--- config.mk ---
export PLATFORM = sky130hd
export DESIGN_NAME = gpf_pins
export DESIGN_NICKNAME = d
export VERILOG_FILES = /design/src/pkg/gpf_pkg.sv /design/src/design/gpf_sync.sv /design/src/design/gpf_pins.sv
export SDC_FILE = /design/constraint.sdc
export NUM_CORES = 1
export LEC_CHECK = 0
export ABC_AREA = 1
export BUFFER_PORTS_ARGS = -buffer_cell sky130_fd_sc_hd__buf_2
export CAP_MARGIN = 5
export CORE_MARGIN = 2
export CORE_UTILIZATION = 34
export DETAILED_ROUTE_END_ITERATION = 8
export PLACE_DENSITY = 0.69
export SETUP_SLACK_MARGIN = 0.3
export SYNTH_ARGS = -nofsm -noshare
export SYNTH_HDL_FRONTEND = slang
export SYNTH_SLANG_ARGS = --single-unit
--- constraint.sdc ---
create_clock -name CLK -period 1.7 [get_ports CLK]
set_input_delay 0.17 -clock CLK [delete_from_list [all_inputs] [get_ports CLK]]
set_output_delay 0.17 -clock CLK [all_outputs]
set_load 0.03 [all_outputs]
--- src/pkg/gpf_pkg.sv ---
// shared constants and carrier types for the pin-function block
// assumes one device clock domain; register values arrive as plain ports
package gpf_pkg;

   // register offsets of the pin control registers in the mac map
   localparam logic [7:0] GPF_DIR_OFFSET   = 8'h1E;  // direction register
   localparam logic [7:0] GPF_LEVEL_OFFSET = 8'h1F;  // level register
   localparam logic [7:0] GPF_REG_RESET    = 8'h00;  // general pins one to three inputs, levels low

   // field positions inside the registers; output-only pins have bits in the level register only
   localparam int GPF_GP_FIRST   = 1;   // general pin one sits at bit 1
   localparam int GPF_GP_COUNT   = 3;   // general pins one to three
   localparam int GPF_OUT_FIRST  = 4;   // output-only pins start at bit 4
   localparam int GPF_OUT_COUNT  = 3;   // output-only pins four to six
   localparam int GPF_REG_WIDTH  = 8;
   localparam int GPF_HI_WIDTH   = 8;   // upper data byte width

   // strap level that selects the narrow host bus
   localparam logic            GPF_STRAP_WIDE8 = 1'b1;
   // cycles after reset release before the strap synchroniser is full
   localparam logic [2:0]      GPF_STRAP_SETTLE = 3'h4;

   // led mode encoding
   typedef enum logic {GPF_LED_CARRIER, GPF_LED_LINK_CARRIER} gpf_led_mode_type;

   // phy status bundle, same clock as this block
   typedef struct packed
   {
      logic link;      // link up
      logic crs;       // carrier sense
      logic speed100;  // phy runs at 100 mbit/s
   } gpf_phy_type;

   // driver side of the three general pins
   typedef struct packed
   {
      logic [GPF_GP_COUNT-1:0] o;   // output level
      logic [GPF_GP_COUNT-1:0] oe;  // high while the pin is driven
   } gpf_gp_drive_type;

endpackage

--- src/design/gpf_sync.sv ---
// three-stage input synchroniser with agreement filter
// assumes d_i is asynchronous to clk; the filtered output moves only when stages two and three agree
`timescale 1ns/1ps
module gpf_sync #(
   parameter int W = 1
)(
   input  wire logic         clk,
   input  wire logic         rstn,
   input  wire logic [W-1:0] d_i,
   output logic      [W-1:0] q_o
);

   logic [W-1:0] s1_r;
   logic [W-1:0] s2_r;
   logic [W-1:0] s3_r;

   // synchroniser chain; s1_r is read by s2_r only
   always_ff @(posedge clk)
   begin
      if (!rstn)
      begin
         s1_r <= '0;
         s2_r <= '0;
         s3_r <= '0;
      end
      else
      begin
         s1_r <= d_i;
         s2_r <= s1_r;
         s3_r <= s2_r;
      end
   end

   // accept a new level once two stages agree
   always_ff @(posedge clk)
   begin
      if (!rstn)
         q_o <= '0;
      else
      begin
         for (int i = 0; i < W; i++)
         begin
            if (s2_r[i] == s3_r[i])
               q_o[i] <= s3_r[i];
         end
      end
   end

endmodule

--- src/design/gpf_pins.sv ---
// pin-function logic: led indicators, general pins, upper data byte, eeprom data line, width strap
// assumes phy status and register values come from logic on CLK; pins are split into i/o/oe
`timescale 1ns/1ps

//Contract
//- led mode one: activity led shows link combined with carrier sense.
//- led mode zero: activity led shows carrier sense only.
//- speed led driven low while phy runs at 100 mbit/s.
//- speed led left floating while phy runs at 10 mbit/s.
//- general pins one and two are tri-state, inputs after reset.
//- pins one and two follow bits 1 and 2 of registers 1Eh and 1Fh.
//- serial variant: pin two tied to serial data in, its controls ignored.
//- pin three input after reset, controlled by bit 3 of 1Eh and 1Fh.
//- upper data byte is host bus in 16-bit mode, general i/o in 8-bit.
//- in 8-bit mode pins four to six are outputs set from 1Fh.
//- eeprom data line bidirectional, held low when no transfer runs.
//- width strap sampled at reset: high selects 8-bit, else 16-bit.
module gpf_pins (
   input  wire logic                         CLK,
   input  wire logic                         RSTN,
   input  wire gpf_pkg::gpf_led_mode_type    LED_MODE,
   input  wire gpf_pkg::gpf_phy_type         PHY,
   input  wire logic                         SERIAL_VARIANT,
   input  wire logic [7:0]                   DIR_REG,
   input  wire logic [7:0]                   LEVEL_REG,
   output logic      [7:0]                   LEVEL_READ,
   output logic                              ACTIVITY_INDICATOR,
   output logic                              SPEED_INDICATOR_O,
   output logic                              SPEED_INDICATOR_OE,
   input  wire logic [2:0]                   GENERAL_PIN_I,
   output gpf_pkg::gpf_gp_drive_type         GENERAL_PIN_DRIVE,
   output logic      [2:0]                   OUTPUT_ONLY_PINS,
   output logic                              OUTPUT_ONLY_OE,
   input  wire logic                         BUS_WIDTH_STRAP,
   output logic                              WIDTH_8BIT,
   output logic                              WIDTH_VALID,
   input  wire logic [7:0]                   UPPER_DATA_BYTE_I,
   output logic      [7:0]                   UPPER_DATA_BYTE_O,
   output logic      [7:0]                   UPPER_DATA_BYTE_OE,
   output logic      [7:0]                   UPPER_BYTE_IN,
   input  wire logic [7:0]                   HOST_HI_O,
   input  wire logic                         HOST_HI_OE,
   input  wire logic [7:0]                   APP_HI_O,
   input  wire logic [7:0]                   APP_HI_OE,
   input  wire logic                         EE_XFER_ACTIVE,
   input  wire logic                         EE_DATA_O,
   input  wire logic                         EE_DATA_OE,
   output logic                              EE_DATA_IN,
   input  wire logic                         EEPROM_DATA_LINE_I,
   output logic                              EEPROM_DATA_LINE_O,
   output logic                              EEPROM_DATA_LINE_OE
);

   localparam int GF = gpf_pkg::GPF_GP_FIRST;
   localparam int OF = gpf_pkg::GPF_OUT_FIRST;
   localparam int GN = gpf_pkg::GPF_GP_COUNT;
   localparam int ON = gpf_pkg::GPF_OUT_COUNT;

   logic [GN-1:0] gp_sync;
   logic          strap_sync;
   logic [GN-1:0] gp_o_nxt;
   logic [GN-1:0] gp_oe_nxt;
   logic [7:0]    read_nxt;
   logic          act_nxt;
   logic [2:0]    settle_r;
   logic          wide8_r;
   logic          valid_r;

   // pin and strap synchronisers
   gpf_sync #(.W(GN + 1)) u_sync (
      .clk  (CLK),
      .rstn (RSTN),
      .d_i  ({BUS_WIDTH_STRAP, GENERAL_PIN_I}),
      .q_o  ({strap_sync, gp_sync})
   );

   // activity indicator source, low lights the led
   always_comb
   begin
      case (LED_MODE)
         gpf_pkg::GPF_LED_LINK_CARRIER: act_nxt = ~PHY.link | PHY.crs;
         gpf_pkg::GPF_LED_CARRIER:      act_nxt = ~PHY.crs;
         default:                       act_nxt = 1'b1;
      endcase
   end

   // indicator outputs
   always_ff @(posedge CLK)
   begin
      if (!RSTN)
      begin
         ACTIVITY_INDICATOR <= 1'b1;
         SPEED_INDICATOR_O  <= 1'b0;
         SPEED_INDICATOR_OE <= 1'b0;
      end
      else
      begin
         ACTIVITY_INDICATOR <= act_nxt;
         SPEED_INDICATOR_O  <= 1'b0;
         SPEED_INDICATOR_OE <= PHY.speed100;
      end
   end

   // per-pin direction and level decode for general pins one to three
   genvar g;
   generate
      for (g = 0; g < GN; g++)
      begin : g_pin
         // pin two loses its controls in the serial variant
         if (g == 1)
         begin : g_two
            assign gp_oe_nxt[g] = DIR_REG[GF + g] & ~SERIAL_VARIANT;
         end
         else
         begin : g_other
            assign gp_oe_nxt[g] = DIR_REG[GF + g];
         end
         assign gp_o_nxt[g] = LEVEL_REG[GF + g] & gp_oe_nxt[g];
      end
   endgenerate

   // general pin drivers, inputs out of reset
   always_ff @(posedge CLK)
   begin
      if (!RSTN)
      begin
         GENERAL_PIN_DRIVE.o  <= '0;
         GENERAL_PIN_DRIVE.oe <= '0;
      end
      else
      begin
         GENERAL_PIN_DRIVE.o  <= gp_o_nxt;
         GENERAL_PIN_DRIVE.oe <= gp_oe_nxt;
      end
   end

   // level read-back: driven pins return their level bit, inputs the synced pin
   always_comb
   begin
      read_nxt = gpf_pkg::GPF_REG_RESET;
      for (int i = 0; i < GN; i++)
         read_nxt[GF + i] = gp_oe_nxt[i] ? LEVEL_REG[GF + i] : gp_sync[i];
      for (int i = 0; i < ON; i++)
         read_nxt[OF + i] = LEVEL_REG[OF + i];
   end

   always_ff @(posedge CLK)
   begin
      if (!RSTN)
         LEVEL_READ <= gpf_pkg::GPF_REG_RESET;
      else
         LEVEL_READ <= read_nxt;
   end

   // strap capture once the synchroniser has filled after reset
   always_ff @(posedge CLK)
   begin
      if (!RSTN)
      begin
         settle_r <= '0;
         wide8_r  <= 1'b0;
         valid_r  <= 1'b0;
      end
      else if (!valid_r)
      begin
         if (settle_r == gpf_pkg::GPF_STRAP_SETTLE)
         begin
            wide8_r <= (strap_sync == gpf_pkg::GPF_STRAP_WIDE8);
            valid_r <= 1'b1;
         end
         else
            settle_r <= settle_r + 3'h1;
      end
   end

   assign WIDTH_8BIT  = wide8_r;
   assign WIDTH_VALID = valid_r;

   // upper data byte and output-only pins, steered by bus width
   always_ff @(posedge CLK)
   begin
      if (!RSTN)
      begin
         UPPER_DATA_BYTE_O  <= '0;
         UPPER_DATA_BYTE_OE <= '0;
         OUTPUT_ONLY_PINS   <= '0;
         OUTPUT_ONLY_OE     <= 1'b0;
      end
      else if (wide8_r)
      begin
         UPPER_DATA_BYTE_O  <= APP_HI_O;
         UPPER_DATA_BYTE_OE <= APP_HI_OE;
         OUTPUT_ONLY_PINS   <= LEVEL_REG[OF +: ON];
         OUTPUT_ONLY_OE     <= 1'b1;
      end
      else
      begin
         UPPER_DATA_BYTE_O  <= HOST_HI_O;
         UPPER_DATA_BYTE_OE <= {gpf_pkg::GPF_HI_WIDTH{HOST_HI_OE}};
         OUTPUT_ONLY_PINS   <= '0;
         OUTPUT_ONLY_OE     <= 1'b0;
      end
   end

   // eeprom data line: engine drives during a transfer, low otherwise
   always_ff @(posedge CLK)
   begin
      if (!RSTN)
      begin
         EEPROM_DATA_LINE_O  <= 1'b0;
         EEPROM_DATA_LINE_OE <= 1'b1;
      end
      else if (EE_XFER_ACTIVE)
      begin
         EEPROM_DATA_LINE_O  <= EE_DATA_O;
         EEPROM_DATA_LINE_OE <= EE_DATA_OE;
      end
      else
      begin
         EEPROM_DATA_LINE_O  <= 1'b0;
         EEPROM_DATA_LINE_OE <= 1'b1;
      end
   end

   // registered pin inputs for the host bus and eeprom engine
   always_ff @(posedge CLK)
   begin
      if (!RSTN)
      begin
         UPPER_BYTE_IN <= '0;
         EE_DATA_IN    <= 1'b0;
      end
      else
      begin
         UPPER_BYTE_IN <= UPPER_DATA_BYTE_I;
         EE_DATA_IN    <= EEPROM_DATA_LINE_I;
      end
   end
endmodule

== Word-level counts from Yosys, hierarchy flattened ==
Index checks and enable logic that the tools add are counted.

* $add $sub $neg: 1
* Equal/unequal tests: 5
* Multiplexer cells: 9
* Bitwise logic cells: 11
* Reduce and logical (&&, ||, !) cells: 4

{| class="wikitable"
|+ Operator list
! cell !! number
|-
| 8-bit two-way mux || 2
|-
| 2-bit AND reduction || 4
|-
| 1-bit two-way mux || 6
|-
| 1-bit NOT || 6
|-
| 1-bit bitwise AND || 4
|-
| 1-bit equality test || 4
|-
| 3-bit by 1-bit adder with 3-bit output (second input constant) || 1
|-
| 3-bit equality test (second input constant) || 1
|-
| 1-bit one-hot mux with 2 select lines || 1
|-
| 1-bit OR || 1
|}

* Bits in registers: 68
* Bits of input ports: 64
* Output and inout bits: 50
* Logic and storage cells: 54

== Depth between registers and ports, before layout ==
Gate-level depths: netlist (run 1).

* Word-level depth: 3
* Gate-level depth with buffers: 6
* Gate-level depth less buffers: 6

== Cells and area by module ==
A second synthesis (run 1) with hierarchy kept.

* Cells, all modules: 242
* Area total of the unflattened synthesis: 2080.7 um2

{| class="wikitable"
|+ Modules (own cells, without submodules)
! module !! times used !! cells an instance !! area an instance (um2) !! sequential area each (um2)
|-
| gpf_pins || 1 || 189 || 1604.0 || 1001.0
|-
| gpf_sync || 1 || 53 || 476.7 || 320.3
|}

== Worst setup path after synthesis (run 1) ==
OpenSTA, ideal clock, no wires.

* Kind: register to register
* Start: register wide8_r (netlist: WIDTH_8BIT)
* End: register UPPER_DATA_BYTE_OE[7]
* Library setup time: 0.059 ns
* Arrival: 1.029 ns
* Required time: 1.641 ns
* Path slack: 0.611 ns
* Stages on the path, launching flop included: 6
* Buffers on the path: 1
* Period minus slack after synthesis: 1.089 ns
* Cell sequence: dfxtp_1 nand2_1 inv_2 buf_4 nand2_1 nand2_1

* Longest elaborated chain between the ends: 1

{| class="wikitable"
|+ RTL lines
! element !! line !! text
|-
| from (decl) || gpf_pins.sv:66 || <nowiki>logic wide8_r;</nowiki>
|-
| from (signal assigned) || gpf_pins.sv:168 || <nowiki>wide8_r <= (strap_sync == gpf_pkg::GPF_STRAP_WIDE8);</nowiki>
|-
| 8-bit two-way mux || gpf_pins.sv:189 || <nowiki>else if (wide8_r)</nowiki>
|-
| to (signal assigned) || gpf_pins.sv:199 || <nowiki>UPPER_DATA_BYTE_OE <= {gpf_pkg::GPF_HI_WIDTH{HOST_HI_OE}};</nowiki>
|-
| to (decl) || gpf_pins.sv:39 || <nowiki>output logic [7:0] UPPER_DATA_BYTE_OE,</nowiki>
|}

Every way passes these cells.
A chain may end at the register's enable or synchronous reset.

== Worst setup path in the final report (run 1) ==
* Start: register wide8_r (netlist: WIDTH_8BIT)
* End: output WIDTH_8BIT

{| class="wikitable"
|+ RTL lines
! element !! line !! text
|-
| to (decl) || gpf_pins.sv:35 || <nowiki>output logic WIDTH_8BIT,</nowiki>
|}

No word-level cell between the ends.

==> results of run 1 <==
[power by group]
group	total, mW	leakage (nW)	switching, mW	internal, mW
logic	0.500	1.07	0.325	0.175
registers	1.69	0.545	0.0436	1.65
clock network	1.10	0.0872	0.538	0.563
total	3.30	1.70	0.907	2.39
[worst paths after layout]
| kind | slack [ns] | endpoint | cells after the start | from |
|---|---|---|---|---|
| worst max register to register | 0.56 | settle_r[1] | 5 | settle_r[0] |
| worst min register to register | 0.41 | u_sync.s2_r[1] | 2 | u_sync.s1_r[1] |
| worst min-delay path | 0.02 | u_sync.s1_r[2] | 3 | GENERAL_PIN_I[2] |
| worst max-delay path | 0.55 | WIDTH_8BIT | 1 | WIDTH_8BIT |
[routing by layer]
layer,part of all wire [%],vias to the layer above,global-route usage [%]
met1,43,727,13.1
met5,0,-,0
met4,0.36,0,6.00
met2,47,72,20.9
li1,-,942,-
met3,9.8,2,6.52
[state kept, by name (all words and copies together), names as in the netlist, 4 cells and up]
name,count
UPPER_BYTE_IN,8
UPPER_DATA_BYTE_OE,8
UPPER_DATA_BYTE_O,8
GENERAL_PIN_DRIVE,6
LEVEL_READ,6
u_sync.q_o,4
u_sync.s1_r,4
u_sync.s2_r,4
u_sync.s3_r,4
[repair_timing]
item | 4_1_cts | 5_1_grt
endpoints found under the setup margin | 0 | 0
endpoints found under the hold margin | 1 | 4
hold buffers | 1 | 4
[cell families after synthesis]
logic type / Yosys count / synth area share, %
compound gates: 12 / 2.89
buf+inv: 49 / 9.95
simple gates: 116 / 22.1
flops: 66 / 63.7
fa+ha+maj: 2 / 1.21
other cells: 1 / 0.181
[layout make-up]
type / count / area, sq um / share of cell area, %
sequential: 66 / 1320 / 46.1
clock inverter: 3 / 15.0 / 0.523
tap: 75 / 93.8 / 3.27
clock buffer: 13 / 149 / 5.19
multi-input combinational: 133 / 556 / 19.4
timing repair buffer: 110 / 581 / 20.2
inverter: 41 / 154 / 5.36
[metrics by stage]
stage / hold slack (ns) / power [mW] / instances / util [%] / instance area (sq um)
finish: 0.0229 / 3.30 / 441 / 48.5 / 2870
global route: 0.000335 / 3.51 / 441 / 48.5 / 2870
CTS: 0.00119 / 3.35 / 437 / 47.8 / 2830
detailed placement: 0.357 / 2.23 / 420 / 44.8 / 2660
global placement: 0.350 / 2.21 / 420 / 44.8 / 2660
floorplan: 0.263 / 2.06 / 248 / - / 2080
[synth_stat cells (all sizes together)]
| cell type | number | share of area (%) |
|---|---|---|
| nand3b | 2 | 0.72 |
| buf | 8 | 2.5 |
| nand2 | 87 | 16 |
| dfxtp | 66 | 64 |
| a21oi | 8 | 1.9 |
| or2 | 1 | 0.30 |
| inv | 41 | 7.4 |
| o21ai | 4 | 0.96 |
| ha | 2 | 1.2 |
| conb | 1 | 0.18 |
| nand3 | 3 | 0.72 |
| nor2 | 23 | 4.5 |
==> reports/qor.txt, run 1 <==
average size of a mapped cell: 8.44 sq um
area of the die: 0.00675 sq mm
via count of the first global-routing pass: 1522
most common cell after layout, fill and taps aside: buf_2
CP endpoint kind: output pin
final hold vios: 0
RSZ-0062 raised after global routing: no
cell at the slowest stage of the critical path: dfxtp_1
CP Max Fanout: 4
final setup violation count: 0
Leak: 1.70 nW
CTS tree: yes
die span in x: 82.1 um
DRT Pass-1 Iters: 4
Fillers: 588
register area share after synthesis: 63.7%
VDD IR max: 0.520 mV
Clock Sinks: 66
Worst EP arrival: 0.98 ns
Worst path max stage delay: 0.42 ns
clk buf depth: 2
grt ovf: 0
clock transition at the registers of the reported paths: 0.07 ns
initial core utilization: 35.1%
row count: 28
# port buffers: 103
data required time of the critical path: 1.53 ns
largest net degree at the start of global routing: 18
H-Tree Depth: 3
Final Max Slew Viols: 0
Post-Route Setup TNS: 0 ns
# Max-Cap Violations: 0
n_diodes: 0
Die Span Y: 82.1 um
Post-CTS Resized: 0
Layout Skew: 0.00335 ns
vias per cell: 3.95
Skew-Pair Late Insertion Delay: 0.33 ns
Setup Buffers After CTS: 0
Layout area overhead: 38.2%
Clock Root Buffer: clkbuf_8
via count: 1743
RePlAce Congestion: 0.703
GRT Util Overall: 12.6%
CP startpoint kind: register
Worst Path Buf+Inv: 1
Hold WC Path Type: primary input to register
Tmin final: 1.15 ns
Routed Antenna Nets: 0
distinct cell type count after synthesis: 16
IO Pins: 114
Syn Std Cell Area: 0.00208 sq mm
Crit path max-delay family: flip-flops
routed len/inst: 9.51 um
crit path cell chain: buf_2
share of post-route cells with drive strength above 1: 33.6%
critical path class: register to output pin
initial antenna violation count: 0
Core ar.: 0.00592 sq mm
status: finished clean
pwr/cell area: 1150 mW/mm^2
first-pass GRT wire length: 6.19 mm
period utilization: 67.9%
commonest non-fill, non-tap cells in the layout: buf_2 (103), nand2_1 (86), dfxtp_1 (66)
1st-iter DRT viols: 38
cells after synthesis: 246
worst slack, placed: 0.525 ns
dpl hpwl: 3.08 mm
Remaining DRCs: 0
drt total wl: 4.19 mm
total CTS buffers: 9
final net count: 427
Yosys reg bits: 66
fmax: 0.867 GHz
Yosys Warn Count: 0
worst setup margin: 0.546 ns
(Power assumes the default switching activity.)
==> run 2: changes to the inputs <==
Settings changed: PLACE_DENSITY 0.69 to 0.71.
Clock period 1.7 ns to 0.9 ns, I/O delays scaled along.
==> run 2 against run 1 <==
The flow now finishes with violations (negative hold slack, negative setup slack). Clock-buffer cell count is 3 lower. Sequential power is 95% higher. Utilization is 17 points higher. Highest routed layer unchanged.
==> reports/qor.txt, run 2 (synthesis results as in run 1) <==
status: finished, violations left
failing checks: negative hold slack, negative setup slack
routed len/inst: 11.5 um (+21%)
Overall Power: 7.50 mW (+130%)
Reg power frac: 43.9% (-7.5 points)
GRT Util Overall: 16.7% (+4.1 points)
clock transition at the registers of the reported paths: 0.07 ns (about the same)
n_diodes: 0 (unchanged)
Core ar.: 0.00592 sq mm (unchanged)
met1 wire length: 1.96 mm (+8.3%)
row count: 28 (unchanged)
most common cell after layout, fill and taps aside: nand2_1
worst setup margin: -0.0587 ns (-0.605 ns)
Post-Route Setup TNS: -0.373 ns (-0.373 ns)
Clock Root Buffer: clkbuf_8
clk buf depth: 2 (unchanged)
initial core utilization: 35.1% (unchanged)
Layout area overhead: 87.3%
worst slack, placed: -0.0536 ns (-0.579 ns)
commonest non-fill, non-tap cells in the layout: nand2_1 (66), dfxtp_2 (56), buf_2 (56)
VDD IR max: 0.940 mV (+81%)
CP startpoint kind: register
fmax: 1.04 GHz
CTS tree: yes
Worst path max stage delay: 0.35 ns (-0.07 ns)
Int Power: 5.48 mW (+130%)
final net count: 471 (+10%)
via count: 1982 (+14%)
pwr/cell area: 1930 mW/mm^2 (+68%)
Clock Sinks: 66 (unchanged)
minimum hold slack: -0.0572 ns (-0.0801 ns)
grt ovf: 0 (unchanged)
hold_buf cts: 37 (+36)
Worst Path Buf+Inv: 1 (unchanged)
Layout Skew: 0.00486 ns (+0.00151 ns)
IO Pins: 114 (unchanged)
Die Span Y: 82.1 um (unchanged)
clock network fraction of total power: 35.9% (+2.5 points)
R2R Setup Slk: -0.06 ns (-0.62 ns)
dpl hpwl: 3.20 mm (+3.9%)
Crit path max-delay family: flip-flops
drt total wl: 5.57 mm (+33%)
initial antenna violation count: 0 (unchanged)
final setup violation count: 13 (+13)
Remaining DRCs: 0 (unchanged)
area of the die: 0.00675 sq mm (unchanged)
RSZ-0062 raised after global routing: yes
critical path class: register to register
die span in x: 82.1 um (unchanged)
Tmin final: 0.959 ns
# port buffers: 103 (unchanged)
Leak: 2.10 nW (+24%)
# Max-Cap Violations: 0 (unchanged)
top routing layer in use: met4
DRT Pass-1 Iters: 4 (unchanged)
CP Max Fanout: 3 (-1)
first-pass GRT wire length: 8.29 mm (+34%)
share of post-route cells with drive strength above 1: 56.3% (+23 points)
DR WL met3: 403 um (-1.9%)
Finished Layout Cells: 485 (+10%)
via count of the first global-routing pass: 1976 (+30%)
Net Sw Power: 2.03 mW (+120%)
vias per cell: 4.09 (+3.4%)
total CTS buffers: 9 (unchanged)
metal2 WL: 3.17 mm (+62%)
placed cells: 425 (+1.2%)
RePlAce Congestion: 0.702 (about the same)
Hold WC Path Type: primary input to register
switch share: 27.0% (-0.48 points)
Skew-Pair Late Insertion Delay: 0.34 ns (about the same)
Worst EP arrival: 1.19 ns (+0.21 ns)
final hold vios: 12 (+12)
combinational share of power: 20.2% (+5.0 points)
Largest regs: UPPER_BYTE_IN: 8 flops, UPPER_DATA_BYTE_OE: 8 flops, UPPER_DATA_BYTE_O: 8 flops
Final Max Slew Viols: 0 (unchanged)
largest net degree at the start of global routing: 18 (unchanged)
CP endpoint kind: register
H-Tree Depth: 3 (unchanged)
cell at the slowest stage of the critical path: dfxtp_2
Routed Antenna Nets: 0 (unchanged)
crit path cell chain: inv_2, ha_4, nand3b_1, nand2_1, nor2_1
1st-iter DRT viols: 52 (+37%)
period utilization: 107%
data required time of the critical path: 1.13 ns (-0.40 ns)
-- run 2: cell types whose count changed in the layout (fill, tap and decap cells not counted), moves of 17 or more --
cell,change
dfxtp_1,-58
nand2_1,-20
nand2_2,+17
buf_2,-47
buf_6,+49
dfxtp_2,+56
dlygate4sd3_1,+24
-- run 2: repair_timing --
action	in CTS	in global routing
resized for setup	167	25
setup endpoints to repair	75	86
pin swaps	7	8
endpoints found under the hold margin	46	11
buffers inserted	5	2
-- run 2: area by class of cell --
class | count | area (sq um)
sequential | 66 | 1400
fill | 458 | 2030
multi-input combinational | 133 | 679
tap | 75 | 93.8
inverter | 41 | 161
timing repair buffer | 154 | 1340
clock buffer | 10 | 128
clock inverter | 6 | 88.8
-- run 2: path summary, 6_finish.rpt --
path,end,start,cells past startpoint
worst max-delay path,settle_r[1],settle_r[0],5
worst min-delay path,EEPROM_DATA_LINE_OE,EE_DATA_OE,2
worst max register to register,settle_r[1],settle_r[0],5
worst min register to register,u_sync.s2_r[0],u_sync.s1_r[0],2
-- run 2: through the flow --
stage	util (%)	instance area, sq um	hold WS [ns]
floorplan	-	2150	0.183
global placement	46.6	2760	0.270
detailed placement	46.6	2760	0.273
CTS	64.3	3810	-0.0797
global route	65.7	3890	-0.0680
finish	65.7	3890	-0.0572
-- run 2: per-layer routing --
metal | global-route usage [%] | vias up
met2 | 33.5 | 68
met4 | 8.00 | 0
met3 | 5.76 | 4
li1 | - | 1028
met5 | 0 | -
met1 | 14.4 | 882
-- run 2: power by group through the flow --
stage                     registers, mW  logic, mW  clock network [mW]
after floorplan                    3.56      0.418                   0
after global placement             3.28       1.03                   0
after detailed placement           3.29       1.05                   0
after CTS                          3.29       1.45                2.78
after global routing               3.32       1.63                2.88
final                              3.29       1.52                2.69
==> run 3: changes to the inputs <==
==> constraint.sdc (replaced) <==
create_clock -name CLK -period 0.9 [get_ports CLK]
set_input_delay 0.09 -clock CLK [delete_from_list [all_inputs] [get_ports CLK]]
set_output_delay 0.09 -clock CLK [all_outputs]
set_load 0.005 [all_outputs]
==> run 3 against run 2 <==
The flow still finishes with violations (negative hold slack, negative setup slack). Via count is 0.76% lower. Wire length shrank 9.6%. Worst setup slack better by 0.011 ns. Critical endpoint unchanged. Largest power group unchanged.
==> reports/qor.txt, run 3 (synthesis results as in run 1) <==
Remaining DRCs: 0 (unchanged)
final setup violation count: 4 (-9)
IO Pins: 114 (unchanged)
Clock Root Buffer: clkbuf_8
DRT Pass-1 Iters: 4 (unchanged)
CP startpoint kind: register
hold_buf cts: 36 (-2.7%)
via count: 1967 (-0.76%)
routed len/inst: 10.5 um (-8.4%)
drt total wl: 5.04 mm (-9.6%)
RSZ-0062 raised after global routing: yes
share of post-route cells with drive strength above 1: 46.5% (-9.8 points)
largest net degree at the start of global routing: 18 (unchanged)
Tmin final: 0.948 ns (-0.0109 ns)
Clock Sinks: 66 (unchanged)
Hold WC Path Type: primary input to register
status: finished, violations left
final hold vios: 10 (-2)
fmax: 1.06 GHz (+1.1%)
clk buf depth: 2 (unchanged)
1st-iter DRT viols: 38 (-27%)
Leak: 1.96 nW (-7.1%)
hold depth: 2 (unchanged)
final net count: 465 (-1.3%)
Die Span Y: 82.1 um (unchanged)
n_diodes: 0 (unchanged)
dpl hpwl: 3.12 mm (-2.5%)
Final Max Slew Viols: 0 (unchanged)
failing checks: negative hold slack, negative setup slack
first-pass GRT wire length: 7.16 mm (-14%)
initial antenna violation count: 0 (unchanged)
VDD IR max: 1.43 mV (+52%)
GRT Util Overall: 14.3% (-2.4 points)
pwr/cell area: 1890 mW/mm^2 (-1.8%)
worst setup margin: -0.0478 ns (+0.0109 ns)
Layout area overhead: 69.7%
CP endpoint kind: register
critical path class: register to register
RePlAce Congestion: 0.658 (-6.3%)
total CTS buffers: 9 (unchanged)
via count of the first global-routing pass: 1786 (-9.6%)
Skew-Pair Late Insertion Delay: 0.33 ns (about the same)
die span in x: 82.1 um (unchanged)
row count: 28 (unchanged)
commonest non-fill, non-tap cells in the layout: buf_2 (87), nand2_1 (78), inv_1 (36)
Fillers: 515 (+12%)
CTS tree: yes
period utilization: 105% (-1.2 points)
Largest regs: UPPER_BYTE_IN: 8 flops, UPPER_DATA_BYTE_OE: 8 flops, UPPER_DATA_BYTE_O: 8 flops
r2r worst-path depth: 5 (unchanged)
vias per cell: 4.11 (+0.49%)
data required time of the critical path: 1.12 ns (about the same)
initial core utilization: 35.1% (unchanged)
Worst EP arrival: 1.17 ns (-0.02 ns)
area of the die: 0.00675 sq mm (unchanged)
Final Util: 59.5% (-6.2 points)
Cell Area, Placed: 0.00275 sq mm (-0.32%)
# Max-Cap Violations: 0 (unchanged)
Routed Antenna Nets: 0 (unchanged)
Core ar.: 0.00592 sq mm (unchanged)
grt ovf: 0 (unchanged)
H-Tree Depth: 3 (unchanged)
Post-Route Setup TNS: -0.0993 ns (+0.274 ns)
Layout Skew: 0.00473 ns (-0.000133 ns)
CP Max Fanout: 3 (unchanged)
minimum hold slack: -0.0561 ns (+0.00109 ns)
clock transition at the registers of the reported paths: 0.07 ns (about the same)
post-route design area: 0.00352 sq mm (-9.4%)
most common cell after layout, fill and taps aside: buf_2
# port buffers: 103 (unchanged)
==> run 3: cell type report <==
type | count | area [sq um] | share of cell area (%)
Multi-Input combinational cell | 134 | 648 | 18.4
Sequential cell | 66 | 1370 | 38.9
Tap cell | 75 | 93.8 | 2.66
Clock buffer | 9 | 124 | 3.52
Timing Repair Buffer | 147 | 1050 | 29.9
Inverter | 41 | 164 | 4.65
Clock inverter | 7 | 70.1 | 1.99
==> run 3: repair_timing <==
item / 4_1_cts / 5_1_grt
endpoints found under the setup margin: 76 / 84
cloned: 0 / 1
setup buffers: 1 / 1
pin swaps: 4 / 1
resized for setup: 23 / 48
endpoints found under the hold margin: 43 / 16
==> run 3: routing by layer <==
layer,global-route usage (%),wire length [um],vias to the layer above
met5,0,0,-
met4,6.50,94,0
met3,6.52,406,11
met2,25.8,2550,77
met1,14.0,1990,864
li1,-,-,1015
==> run 3: stage by stage <==
step / cells / power, mW / hold WS [ns] / worst slack, ns
6_report: 479 / 6.67 / -0.0561 / -0.0478
3_3_place_gp: 425 / 4.01 / 0.271 / -0.0369
5_1_grt: 479 / 7.02 / -0.0855 / -0.0924
3_5_place_dp: 425 / 4.05 / 0.273 / -0.0515
4_1_cts: 478 / 6.64 / -0.0791 / -0.0529
2_1_floorplan: 248 / 3.69 / 0.183 / -0.0166
==> run 3: power by group <==
group	internal [mW]	switching (mW)	total (mW)
Sequential	3.14	0.116	3.26
Combinational	0.575	0.453	1.03
Clock	1.27	1.12	2.39
==> run 3: worst paths after layout <==
check                      start                   to  slack [ns]
setup / recovery     settle_r[1]          settle_r[1]       -0.05
hold / removal        EE_DATA_OE  EEPROM_DATA_LINE_OE       -0.06
setup reg to reg     settle_r[1]          settle_r[1]       -0.05
hold reg to reg   u_sync.s1_r[1]       u_sync.s2_r[1]        0.41
==> run 3: worst max-delay path: stages, from the launching register on <==
cell      delay [ns]
dfxtp_2         0.35
inv_2           0.05
ha_4            0.21
nand3b_1        0.14
nand2_1         0.06
nor2_1          0.03
